==> src/design/rgp_pkg.sv <==
// shared constants for the phy-side reduced gigabit port
package rgp_pkg;
    // system clock period and link half periods in ns
    localparam int unsigned CLK_PERIOD_NS = 25;
    localparam int unsigned LINK_HALF_100_NS = 20;
    localparam int unsigned LINK_HALF_10_NS = 200;
    // half periods of the receive clock in system cycles, rounded down, at least one
    localparam int unsigned HALF_100_CYC = (LINK_HALF_100_NS / CLK_PERIOD_NS) < 1 ? 1 :
        (LINK_HALF_100_NS / CLK_PERIOD_NS);
    localparam int unsigned HALF_10_CYC = LINK_HALF_10_NS / CLK_PERIOD_NS;
    localparam int unsigned HALF_CNT_W = 8;
    localparam logic [7:0] HALF_CNT_RST = 8'h00;
    localparam int unsigned NIB_W = 4;
    localparam int unsigned WORD_W = 6;
    localparam int unsigned FIFO_DEPTH = 16;
    localparam int unsigned SYNC_LEN = 2;
    localparam logic [2:0] SYNC_RST = 3'h0;
    localparam logic [5:0] WORD_RST = 6'h00;
    typedef enum logic [1:0] {
        RGP_RX_IDLE = 2'b00,
        RGP_RX_RISE = 2'b01,
        RGP_RX_FALL = 2'b11
    } rgp_rx_state_t;
endpackage

==> src/design/rgp_port.sv <==
// phy-side reduced gigabit port: transmit sampler and receive driver
//
// Behaviour
// - PHY drives rx clock per speed
// - rx control rising edge carries valid
// - rx control falling edge carries valid/error combination
// - rx nibble aligned to rx rising edge
`timescale 1ns/100ps
module rgp_port (
    // clock and reset
    input wire logic clk_i,
    input wire logic resetn_i,
    // link speed: high selects 100 Mb/s
    input wire logic speed_100_i,
    // transmit pins from the mac
    input wire logic tx_clk_i,
    input wire logic tx_ctl_i,
    input wire logic [3:0] tx_data_i,
    // decoded transmit stream
    output logic tx_en_o,
    output logic tx_err_o,
    output logic [3:0] tx_nib_o,
    output logic tx_stb_o,
    // receive stream from the line side
    input wire logic rx_valid_i,
    output logic rx_ready_o,
    input wire logic rx_dv_i,
    input wire logic rx_er_i,
    input wire logic [3:0] rx_nib_i,
    // receive pins to the mac
    output logic rx_clk_o,
    output logic rx_ctl_o,
    output logic [3:0] rx_data_o
);
    ////////////////////////////////////////////////////////////////////////
    typedef struct packed {
        logic [2:0] tclk_s;
        logic [1:0] tctl_s0;
        logic [3:0] td_s0;
        logic [3:0] td_s1;
        logic rise_ctl;
        logic [3:0] rise_nib;
        logic tx_en;
        logic tx_err;
        logic [3:0] tx_nib;
        logic tx_stb;
        rgp_pkg::rgp_rx_state_t st;
        logic [7:0] half_cnt;
        logic [5:0] word;
        logic word_ok;
        logic rclk;
        logic rctl;
        logic [3:0] rdat;
    } rgp_state_t;

    rgp_state_t s_r;
    rgp_state_t s_nxt;

    logic [5:0] fifo_word;
    logic fifo_valid;
    logic fifo_take;
    logic [7:0] half_len;

    // fifo between line side stream and receive pins
    rgp_fifo #(
        .WIDTH(rgp_pkg::WORD_W),
        .DEPTH(rgp_pkg::FIFO_DEPTH)
    ) u_fifo (
        .clk_i(clk_i),
        .resetn_i(resetn_i),
        .in_valid_i(rx_valid_i),
        .in_ready_o(rx_ready_o),
        .in_data_i({rx_dv_i, rx_er_i, rx_nib_i}),
        .out_valid_o(fifo_valid),
        .out_ready_i(fifo_take),
        .out_data_o(fifo_word)
    );

    // 20 MHz at 100 Mb/s, 2.5 MHz at 10 Mb/s
    assign half_len = speed_100_i ? 8'(rgp_pkg::HALF_100_CYC) : 8'(rgp_pkg::HALF_10_CYC);

    ////////////////////////////////////////////////////////////////////////
    always_comb begin
        s_nxt = s_r;
        fifo_take = 1'b0;
        s_nxt.tx_stb = 1'b0;
        // two-flop sync of transmit pins; third tap feeds edge detect only
        s_nxt.tclk_s = {s_r.tclk_s[1:0], tx_clk_i};
        s_nxt.tctl_s0 = {s_r.tctl_s0[0], tx_ctl_i};
        s_nxt.td_s0 = tx_data_i;
        s_nxt.td_s1 = s_r.td_s0;
        // rising edge of tx clock: capture enable and nibble
        if (s_r.tclk_s[1] && !s_r.tclk_s[2]) begin
            s_nxt.rise_ctl = s_r.tctl_s0[1];
            s_nxt.rise_nib = s_r.td_s1;
        end
        // falling edge: recover error as xor of both halves
        if (!s_r.tclk_s[1] && s_r.tclk_s[2]) begin
            s_nxt.tx_en = s_r.rise_ctl;
            s_nxt.tx_err = s_r.rise_ctl ^ s_r.tctl_s0[1];
            s_nxt.tx_nib = s_r.rise_nib;
            s_nxt.tx_stb = 1'b1;
        end
        // receive clock generator and pin driver
        case (s_r.st)
            rgp_pkg::RGP_RX_IDLE: begin
                s_nxt.half_cnt = rgp_pkg::HALF_CNT_RST;
                s_nxt.st = rgp_pkg::RGP_RX_RISE;
            end
            rgp_pkg::RGP_RX_RISE: begin
                if (s_r.half_cnt + 8'h01 >= half_len) begin
                    // start high phase: new nibble and valid
                    fifo_take = 1'b1;
                    s_nxt.word = fifo_valid ? fifo_word : rgp_pkg::WORD_RST;
                    s_nxt.rclk = 1'b1;
                    s_nxt.rctl = fifo_valid & fifo_word[5];
                    s_nxt.rdat = fifo_valid ? fifo_word[3:0] : 4'h0;
                    s_nxt.word_ok = fifo_valid;
                    s_nxt.half_cnt = rgp_pkg::HALF_CNT_RST;
                    s_nxt.st = rgp_pkg::RGP_RX_FALL;
                end else begin
                    s_nxt.half_cnt = s_r.half_cnt + 8'h01;
                end
            end
            rgp_pkg::RGP_RX_FALL: begin
                if (s_r.half_cnt + 8'h01 >= half_len) begin
                    s_nxt.rclk = 1'b0;
                    s_nxt.rctl = s_r.word_ok & (s_r.word[5] ^ s_r.word[4]);
                    s_nxt.half_cnt = rgp_pkg::HALF_CNT_RST;
                    s_nxt.st = rgp_pkg::RGP_RX_RISE;
                end else begin
                    s_nxt.half_cnt = s_r.half_cnt + 8'h01;
                end
            end
            default: begin
                s_nxt.st = rgp_pkg::RGP_RX_IDLE;
            end
        endcase
    end

    always_ff @(posedge clk_i or negedge resetn_i) begin
        if (!resetn_i) begin
            s_r <= '{st: rgp_pkg::RGP_RX_IDLE, default: '0};
        end else begin
            s_r <= s_nxt;
        end
    end

    assign tx_en_o = s_r.tx_en;
    assign tx_err_o = s_r.tx_err;
    assign tx_nib_o = s_r.tx_nib;
    assign tx_stb_o = s_r.tx_stb;
    assign rx_clk_o = s_r.rclk;
    assign rx_ctl_o = s_r.rctl;
    assign rx_data_o = s_r.rdat;

    ////////////////////////////////////////////////////////////////////////
    a_rx_rise_valid: assert property (@(posedge clk_i) disable iff (!resetn_i)
        $rose(rx_clk_o) |-> rx_ctl_o == (s_r.word_ok & s_r.word[5]))
        else $error("rx control at rising edge is not valid");
    a_rx_fall_xor: assert property (@(posedge clk_i) disable iff (!resetn_i)
        $fell(rx_clk_o) |-> rx_ctl_o == (s_r.word_ok & (s_r.word[5] ^ s_r.word[4])))
        else $error("rx control at falling edge is not xor");
    a_rx_nib_hold: assert property (@(posedge clk_i) disable iff (!resetn_i)
        !$rose(rx_clk_o) |-> $stable(rx_data_o))
        else $error("rx nibble changed away from rising edge");
    a_rx_clk_fast: assert property (@(posedge clk_i) disable iff (!resetn_i)
        speed_100_i && $rose(rx_clk_o) ##1 speed_100_i |-> !rx_clk_o)
        else $error("rx clock high phase too long at 100 Mb/s");
    a_rx_clk_slow: assert property (@(posedge clk_i) disable iff (!resetn_i)
        (!speed_100_i [*8]) ##0 $rose(rx_clk_o) |-> rx_clk_o [*8])
        else $error("rx clock high phase too short at 10 Mb/s");
    a_tx_err_xor: assert property (@(posedge clk_i) disable iff (!resetn_i)
        tx_stb_o |-> tx_err_o == (tx_en_o ^ $past(s_r.tctl_s0[1])))
        else $error("tx error not xor of control halves");
    a_tx_en_rise: assert property (@(posedge clk_i) disable iff (!resetn_i)
        tx_stb_o |-> tx_en_o == $past(s_r.rise_ctl))
        else $error("tx enable not taken from rising half");
    a_tx_nib_rise: assert property (@(posedge clk_i) disable iff (!resetn_i)
        tx_stb_o |-> tx_nib_o == $past(s_r.rise_nib))
        else $error("tx nibble not taken from rising edge");

    // phase timing, idle fill and capture points
    a_rx_fast_low: assert property (@(posedge clk_i) disable iff (!resetn_i)
        speed_100_i && $fell(rx_clk_o) ##1 speed_100_i |-> rx_clk_o)
        else $error("rx clock low phase too long at 100 Mb/s");
    a_rx_slow_low: assert property (@(posedge clk_i) disable iff (!resetn_i)
        (!speed_100_i [*8]) ##0 $fell(rx_clk_o) |-> (!rx_clk_o) [*8])
        else $error("rx clock low phase too short at 10 Mb/s");
    a_rx_half_bound: assert property (@(posedge clk_i) disable iff (!resetn_i)
        s_r.half_cnt < 8'(rgp_pkg::HALF_10_CYC))
        else $error("rx half period counter ran past its limit");
    a_rx_ctl_high: assert property (@(posedge clk_i) disable iff (!resetn_i)
        rx_clk_o && !$rose(rx_clk_o) |-> $stable(rx_ctl_o))
        else $error("rx control changed inside high phase");
    a_rx_ctl_low: assert property (@(posedge clk_i) disable iff (!resetn_i)
        !rx_clk_o && !$fell(rx_clk_o) |-> $stable(rx_ctl_o))
        else $error("rx control changed inside low phase");
    a_rx_idle_quiet: assert property (@(posedge clk_i) disable iff (!resetn_i)
        $rose(rx_clk_o) && !$past(fifo_valid) |-> !rx_ctl_o && (rx_data_o == 4'h0))
        else $error("rx pins not idle with empty fifo");
    a_rx_rise_fifo: assert property (@(posedge clk_i) disable iff (!resetn_i)
        $rose(rx_clk_o) |-> rx_ctl_o == ($past(fifo_valid) & $past(fifo_word[5])))
        else $error("rx valid not taken from fifo word");
    a_rx_nib_fifo: assert property (@(posedge clk_i) disable iff (!resetn_i)
        $rose(rx_clk_o) |-> rx_data_o == ($past(fifo_valid) ? $past(fifo_word[3:0]) : 4'h0))
        else $error("rx nibble not taken from fifo word");
    a_tx_stb_once: assert property (@(posedge clk_i) disable iff (!resetn_i)
        tx_stb_o |=> !tx_stb_o)
        else $error("tx strobe longer than one cycle");
    a_tx_stb_fall: assert property (@(posedge clk_i) disable iff (!resetn_i)
        tx_stb_o |-> $past(s_r.tclk_s[2]) && !$past(s_r.tclk_s[1]))
        else $error("tx strobe without falling tx clock");
    a_tx_rise_take: assert property (@(posedge clk_i) disable iff (!resetn_i)
        $rose(s_r.tclk_s[2]) |-> s_r.rise_ctl == $past(s_r.tctl_s0[1]))
        else $error("tx enable not captured at rising tx clock");
endmodule // rgp_port

==> src/design/rgp_fifo.sv <==
// parameterised valid/ready fifo with registered read data
`timescale 1ns/100ps
module rgp_fifo #(
    parameter int unsigned WIDTH = 6,
    parameter int unsigned DEPTH = 16
) (
    // clock and reset
    input wire logic clk_i,
    input wire logic resetn_i,
    // fill side
    input wire logic in_valid_i,
    output logic in_ready_o,
    input wire logic [WIDTH-1:0] in_data_i,
    // drain side
    output logic out_valid_o,
    input wire logic out_ready_i,
    output logic [WIDTH-1:0] out_data_o
);
    localparam int unsigned AW = $clog2(DEPTH);
    typedef struct packed {
        logic [DEPTH-1:0][WIDTH-1:0] mem;
        logic [AW:0] wp;
        logic [AW:0] rp;
        logic [WIDTH-1:0] dout;
        logic dv;
        logic rdy;
    } rgp_fifo_state_t;

    rgp_fifo_state_t s_r;
    rgp_fifo_state_t s_nxt;
    logic full;
    logic empty;
    logic push;
    logic pop;

    // ready is registered from the next pointers, so it always equals not-full
    assign full = !s_r.rdy;
    assign empty = (s_r.wp == s_r.rp);
    assign push = in_valid_i && s_r.rdy;
    // load output register when it is empty or being taken
    assign pop = !empty && (!s_r.dv || out_ready_i);
    assign in_ready_o = s_r.rdy;
    assign out_valid_o = s_r.dv;
    assign out_data_o = s_r.dout;

    always_comb begin
        s_nxt = s_r;
        if (push) begin
            s_nxt.mem[s_r.wp[AW-1:0]] = in_data_i;
            s_nxt.wp = s_r.wp + (AW+1)'(1);
        end
        if (pop) begin
            s_nxt.rp = s_r.rp + (AW+1)'(1);
            s_nxt.dout = s_r.mem[s_r.rp[AW-1:0]];
            s_nxt.dv = 1'b1;
        end else if (out_ready_i) begin
            s_nxt.dv = 1'b0;
        end
        // full once the write pointer has lapped the read pointer
        s_nxt.rdy = !((s_nxt.wp[AW] != s_nxt.rp[AW]) && (s_nxt.wp[AW-1:0] == s_nxt.rp[AW-1:0]));
    end

    always_ff @(posedge clk_i or negedge resetn_i) begin
        if (!resetn_i) begin
            s_r <= '{rdy: 1'b1, default: '0};
        end else begin
            s_r <= s_nxt;
        end
    end

    a_fifo_no_over: assert property (@(posedge clk_i) disable iff (!resetn_i)
        full |-> ##1 (s_r.wp == $past(s_r.wp)))
        else $error("fifo write pointer moved while full");
    a_fifo_no_under: assert property (@(posedge clk_i) disable iff (!resetn_i)
        empty && !s_r.dv |=> !s_r.dv)
        else $error("fifo produced data while empty");
    a_fifo_ready_full: assert property (@(posedge clk_i) disable iff (!resetn_i)
        s_r.rdy == !((s_r.wp[AW] != s_r.rp[AW]) && (s_r.wp[AW-1:0] == s_r.rp[AW-1:0])))
        else $error("fifo ready does not match its pointers");
endmodule // rgp_fifo

==> config.mk <==
export PLATFORM = sky130hd
export DESIGN_NAME = rgp_port
export DESIGN_NICKNAME = d
export VERILOG_FILES = /design/src/design/rgp_pkg.sv /design/src/design/rgp_port.sv /design/src/design/rgp_fifo.sv
export SDC_FILE = /design/constraint.sdc
export NUM_CORES = 1
export LEC_CHECK = 0
export BUFFER_PORTS_ARGS = -buffer_cell sky130_fd_sc_hd__buf_2
export CORE_ASPECT_RATIO = 0.9
export CORE_MARGIN = 1.5
export CORE_UTILIZATION = 56
export CTS_BUF_LIST = sky130_fd_sc_hd__clkbuf_16
export CTS_CLUSTER_DIAMETER = 150
export DETAILED_ROUTE_END_ITERATION = 10
export PLACE_DENSITY = 0.71
export SYNTH_ARGS = -nofsm -noshare
export SYNTH_HDL_FRONTEND = slang
export SYNTH_HIERARCHICAL = 1
export SYNTH_SLANG_ARGS = --single-unit
==> constraint.sdc <==
create_clock -name clk_i -period 6.8 [get_ports clk_i]
set_input_delay 0 -clock clk_i [delete_from_list [all_inputs] [get_ports clk_i]]
set_output_delay 0 -clock clk_i [all_outputs]
set_load 0.02 [all_outputs]
# ---- After elaboration in Yosys (flattened, before gate mapping)
# Cells that the tools add are included.
dict set report word_totals {
  latchBits 0
  mem_count 0
  ram_bits 0
  elab_cells 99
  mem_bits_ro 0
  regBits 162
  inputBits 16
}
dict set report op_classes {
  shifts 0
  add_sub_neg 3
  reduce_logical 20
  eq_ne 7
  div 0
  order_cmp 4
  n_bitwise 4
  muxes 23
  multipliers 0
}
# operator count
set op_table {}
lappend op_table {{bitwise mux 96 bit} 1}
lappend op_table {{binary-select mux 6 bit (select 4 bit)} 1}
lappend op_table {{demux 6 bit (select 4 bit)} 1}
lappend op_table {{two-way mux 6 bit} 4}
lappend op_table {{case mux 8 bit (2 select lines)} 1}
lappend op_table {{two-way mux 11 bit} 1}
lappend op_table {{adder 5 x 1 -> 5 bit (second input constant)} 2}
lappend op_table {{< comparator 4 x 5 -> 1 bit (second input constant)} 2}
lappend op_table {{adder 8 x 1 -> 8 bit (second input constant)} 1}
lappend op_table {{greater-or-equal comparator 8 x 4 -> 1 bit} 1}
lappend op_table {{two-way mux 4 bit} 2}
lappend op_table {{two-way mux 8 bit} 1}
lappend op_table {{logical AND 1 bit} 6}
lappend op_table {{two-way mux 2 bit} 3}
lappend op_table {{case mux 2 bit (3 select lines)} 1}
lappend op_table {{nonzero test 2 bit} 3}
lappend op_table {{== test 5 bit} 1}
lappend op_table {{zero test 1 bit} 5}
lappend op_table {{two-way mux 1 bit} 5}
lappend op_table {{two-way mux 5 bit} 1}
lappend op_table {{== test 4 bit} 1}
lappend op_table {{greater-or-equal comparator 4 x 1 -> 1 bit (second input constant)} 1}
lappend op_table {{inequality test 2 bit (second input constant)} 2}
lappend op_table {{case mux 2 bit (2 select lines)} 1}
lappend op_table {{other kinds (10)} 13}

# ---- Depth between registers and ports, before layout
dict set report logic_depth {
  depth_word 10
  depth_mapped 13
  depth_no_buf 12
}

# ---- By module
# Netlist, hierarchy kept.
# module area_each_um2 seq_area_each_um2 cells_per_inst instances
set by_module_without_submodules {}
lappend by_module_without_submodules {rgp_fifo 5331.4 2854.0 359 1}
lappend by_module_without_submodules {rgp_port 1780.5 1101.1 134 1}

# ---- Worst setup path after synthesis
# OpenSTA, ideal clock, no wires.
dict set report synth_path {
  path_kind {register -> register}
  start {reg, netlist name s_r[15]}
  end {reg u_fifo.s_r (netlist bit u_fifo/in_ready_o)}
  setup_slack_ns 4.090
  arrival_ns 2.618
  stages_incl_launch_ff 14
  cell_sequence {dfrtp_1 -> and3_4 -> xor2_1 -> ha_1 -> nor4b_1 -> a21oi_1 -> a221oi_4 -> nor3b_2 -> buf_6 -> nand2b_1 -> a21boi_4 -> a31oi_2 -> xor2_1 -> nand4_1}
}
# element line_no
set synth_rtl {}
lappend synth_rtl {{to (signal assigned)} rgp_fifo.sv:67} ;# s_r <= s_nxt;
lappend synth_rtl {{to (decl)} rgp_fifo.sv:29} ;# rgp_fifo_state_t s_r;

==> out/metrics.yaml <==
power_and_ir_drop:
  total_power_uw: 3767
  p_leak_uw: 0.003516
  ir_drop_mv: 0.2464
  p_per_area_mw_per_mm2: 477.4
clock_tree:
  clock_latency_ns: 0.42
  cts_resized: 0
  cts.reportedPaths.clkPinSlew_ns: 0.06
  hold_buffers: 7
  cts_sinks: 158
  h-tree-depth: 4
  tritoncts: "yes"
  cts-root-buf: "clkbuf_16"
  cts_setup_buffers: 0
  clockBufferDepth: 2
  numCtsBuffers: 17
sta:
  timing.hold.ws_ns: 0.04118
  relSlewSlack: 0.3314
  setup_viol: 0
  period_share: 0.4881
  rsz0062_at_grt: "no"
  timing.setup.tns_ns: 0
  post-route-min-period_ns: 3.319
  slew_viol_final: 0
  skew_ns: 0.006507
  hold_violations: 0
  fmax_mhz: 301.3
  tightest_slew_ns: 1.003
critical_path:
  endpoint: "u_fifo/in_ready_o$_DFF_PN1_"
  criticalPathCategory: "reg2reg"
  cp_data_arrival_time_ns: 3.65
  reg2reg_to: "u_fifo/in_ready_o$_DFF_PN1_"
  critPathRequiredTime_ns: 7.13
  timing.rr.start: "s_r[15]$_DFFE_PN0P_"
  crit_path_cell_trace: "and3_4, xor2_1, ha_1, nor4b_1, a21oi_1, a221oi_4, nor3b_2, nand2b_1, a21boi_4, nand4_2, xor3_1, nand4_1"
  cp-end-kind: "register"
  slowest_stage: "nor3b_2"
  start_kind: "register"
  r2r_cells: 12
  cp_max_fo: 9
  r2r_setup_slack_ns: 3.48
  worstSetupStartpoint: "s_r[15]$_DFFE_PN0P_"
  slowest_delay_ns: 0.70
placed_design:
  place.gp.congestion: 0.7926
  hpwl_microns: 8654
  port_buffers: 29
  dp_cells: 648
grt:
  grt.met1_usage: 0.3028
  grt_max_degree: 106
  grt_pass1_vias: 4182
  met3_usage: 0.06276
  grt_use_total: 0.2231
  top_usage_layer: "met2"
  overflow: 0
  grt_pass1_wl_microns: 21920
  use_met2: 0.3395
  antenna_found_initial: 0
logic_synthesis:
  synth_top_area_frac: 0.5524
  synth_common_cells: "dfrtp_1 (157), mux2_2 (101), nand2_1 (25)"
  syn_nets: 517
  ys_ff_latch: 158
  synthesis.area_sq_mm: 0.007112
  synth_edf_count: 0
  synth.avg_cell_area_sq_um: 14.43
  ys_warn_count: 6
  ys_types: 45
  syn-instance-count: 493
  yosysTopAreaCell: "dfrtp_1"
  yosysMostFrequentCell: "dfrtp_1"
  yosys_most_used_dff: "dfrtp_1"
  synth_area_leaders: "dfrtp_1 (55%), mux2_2 (16%), mux4_2 (7.6%), buf_4 (1.5%), xnor2_1 (1.5%)"
  yosysSeqAreaShare: 0.5561
  synthArstFlopShare: 1.000
floorplanning:
  io_pins: 30
  die_y_microns: 109.9
  initial_core_util: 0.5820
  die-area_sq_mm: 0.01339
  rows: 38
  die_w_microns: 121.8
  core_sq_mm: 0.01222
status:
  status: "complete, no violations"
route:
  vias: 3979
  firstDrtPassIters: 4
  wl_microns: 13130
  drc: 0
  antenna_left: 0
  via_per_inst: 5.792
  wl_per_cell_microns: 19.12
  drtIter0Drc: 276
cells_and_area:
  nFillCells: 907
  final_layout_size_suffix_gt1_frac: 0.3624
  fin_nets: 538
  register_area_sq_mm: 0.003956
  syn_to_final_growth_pct: 10.96
  fin_util: 0.6458
  antenna-diode-count: 0
  multi_input_area_sq_mm: 0.002883
  finalNonFillerCells: 687
job:
  maxCapViolCount: 0
hold_path:
  hold_class: "in2reg"
==> layout by cell type, fill, tap and decap left out, types with 3 or more instances in the layout <==
| cell type | netlist | routed |
|---|---|---|
| a221oi_1 | 6 | 6 |
| a22o_1 | 6 | 6 |
| and2_1 | 7 | 7 |
| buf_2 | 6 | 28 |
| bufinv_16 | 0 | 3 |
| clkbuf_16 | 0 | 17 |
| clkinv_2 | 0 | 5 |
| dfrtp_1 | 157 | 156 |
| dlygate4sd3_1 | 0 | 7 |
| ha_1 | 8 | 8 |
| inv_1 | 13 | 19 |
| mux2_1 | 6 | 6 |
| mux2_2 | 101 | 101 |
| mux2i_1 | 8 | 8 |
| mux4_2 | 24 | 24 |
| nand2_1 | 25 | 25 |
| nand2b_1 | 5 | 5 |
| nand3_1 | 11 | 11 |
| nand4_1 | 4 | 4 |
| nor2_1 | 16 | 16 |
| nor2b_1 | 4 | 4 |
| o21ai_0 | 7 | 7 |
| o21ai_1 | 3 | 3 |
| xnor2_1 | 12 | 12 |
| xor2_1 | 11 | 11 |
==> per-layer routing <==
layer,vias to the layer above,routed length [microns]
li1,1807,-
met1,2061,6129
met2,88,6217
met3,23,530
met4,0,256
met5,-,0
==> power breakdown <==
part	switching [uW]	total [uW]	internal (uW)
Clock	342	905	563
Sequential	287	1600	1310
Combinational	555	1260	708
==> through the flow <==
stage | worst slack [ns] | instance area (sq um)
floorplan | 4.090 | 7112
global placement | 3.627 | 7254
detailed placement | 3.508 | 7254
CTS | 3.482 | 7891
global route | 3.220 | 7891
finish | 3.481 | 7891
==> layout make-up <==
type,instances,share of cell area
sequential,158,0.5013
multi-input combinational,286,0.3653
clock buffer,17,0.05391
timing repair buffer,38,0.02997
tap,160,0.02537
clock inverter,15,0.01792
inverter,13,0.006184
==> critical path, delay by kind of cell, from the launching register on <==
| family | cells | cell delay, ns |
|---|---|---|
| AO/OA/AOI/OAI | 3 | 0.64 |
| XOR/XNOR | 2 | 0.48 |
| adder cells (fa/ha/maj) | 1 | 0.20 |
| flip-flops | 1 | 0.43 |
| AND/OR/NAND/NOR | 6 | 1.49 |
==> state kept, by name, indices dropped and copies added, names as in the netlist <==
signal	count
u_fifo/out_data_o	6
u_fifo/s_r	106
u_fifo/out_valid_o	1
tx_stb_o	1
u_fifo/in_ready_o	1
s_nxt	7
tx_en_o	1
tx_err_o	1
rx_ctl_o	1
rx_clk_o	1
s_r	28
tx_nib_o	4
==> how the worst min path moves through the flow <==
stage / from / endpoint / depth (start not counted) / slack, ns
after floorplan: resetn_i / rx_clk_o$_DFFE_PN0P_ / 0 / -0.30
after global placement: tx_clk_i / s_nxt[46]$_DFF_PN0_ / 1 / 0.11
after detailed placement: tx_data_i[3] / s_nxt[38]$_DFF_PN0_ / 1 / 0.11
after CTS: rx_dv_i / u_fifo/s_r[107]$_DFFE_PN0P_ / 2 / 0.03
after global routing: rx_dv_i / u_fifo/s_r[107]$_DFFE_PN0P_ / 2 / 0.05
final: rx_dv_i / u_fifo/s_r[107]$_DFFE_PN0P_ / 2 / 0.04
==> cell families after synthesis <==
kind of cell	after synthesis	synth area share
fa+ha+maj	8	0.01408
simple gates	78	0.05718
buf+inv	49	0.03853
flops	158	0.5561
compound gates	35	0.04047
mux	140	0.2588
xor+xnor	25	0.03483
No activity file was read; power rests on OpenSTA's default activity.
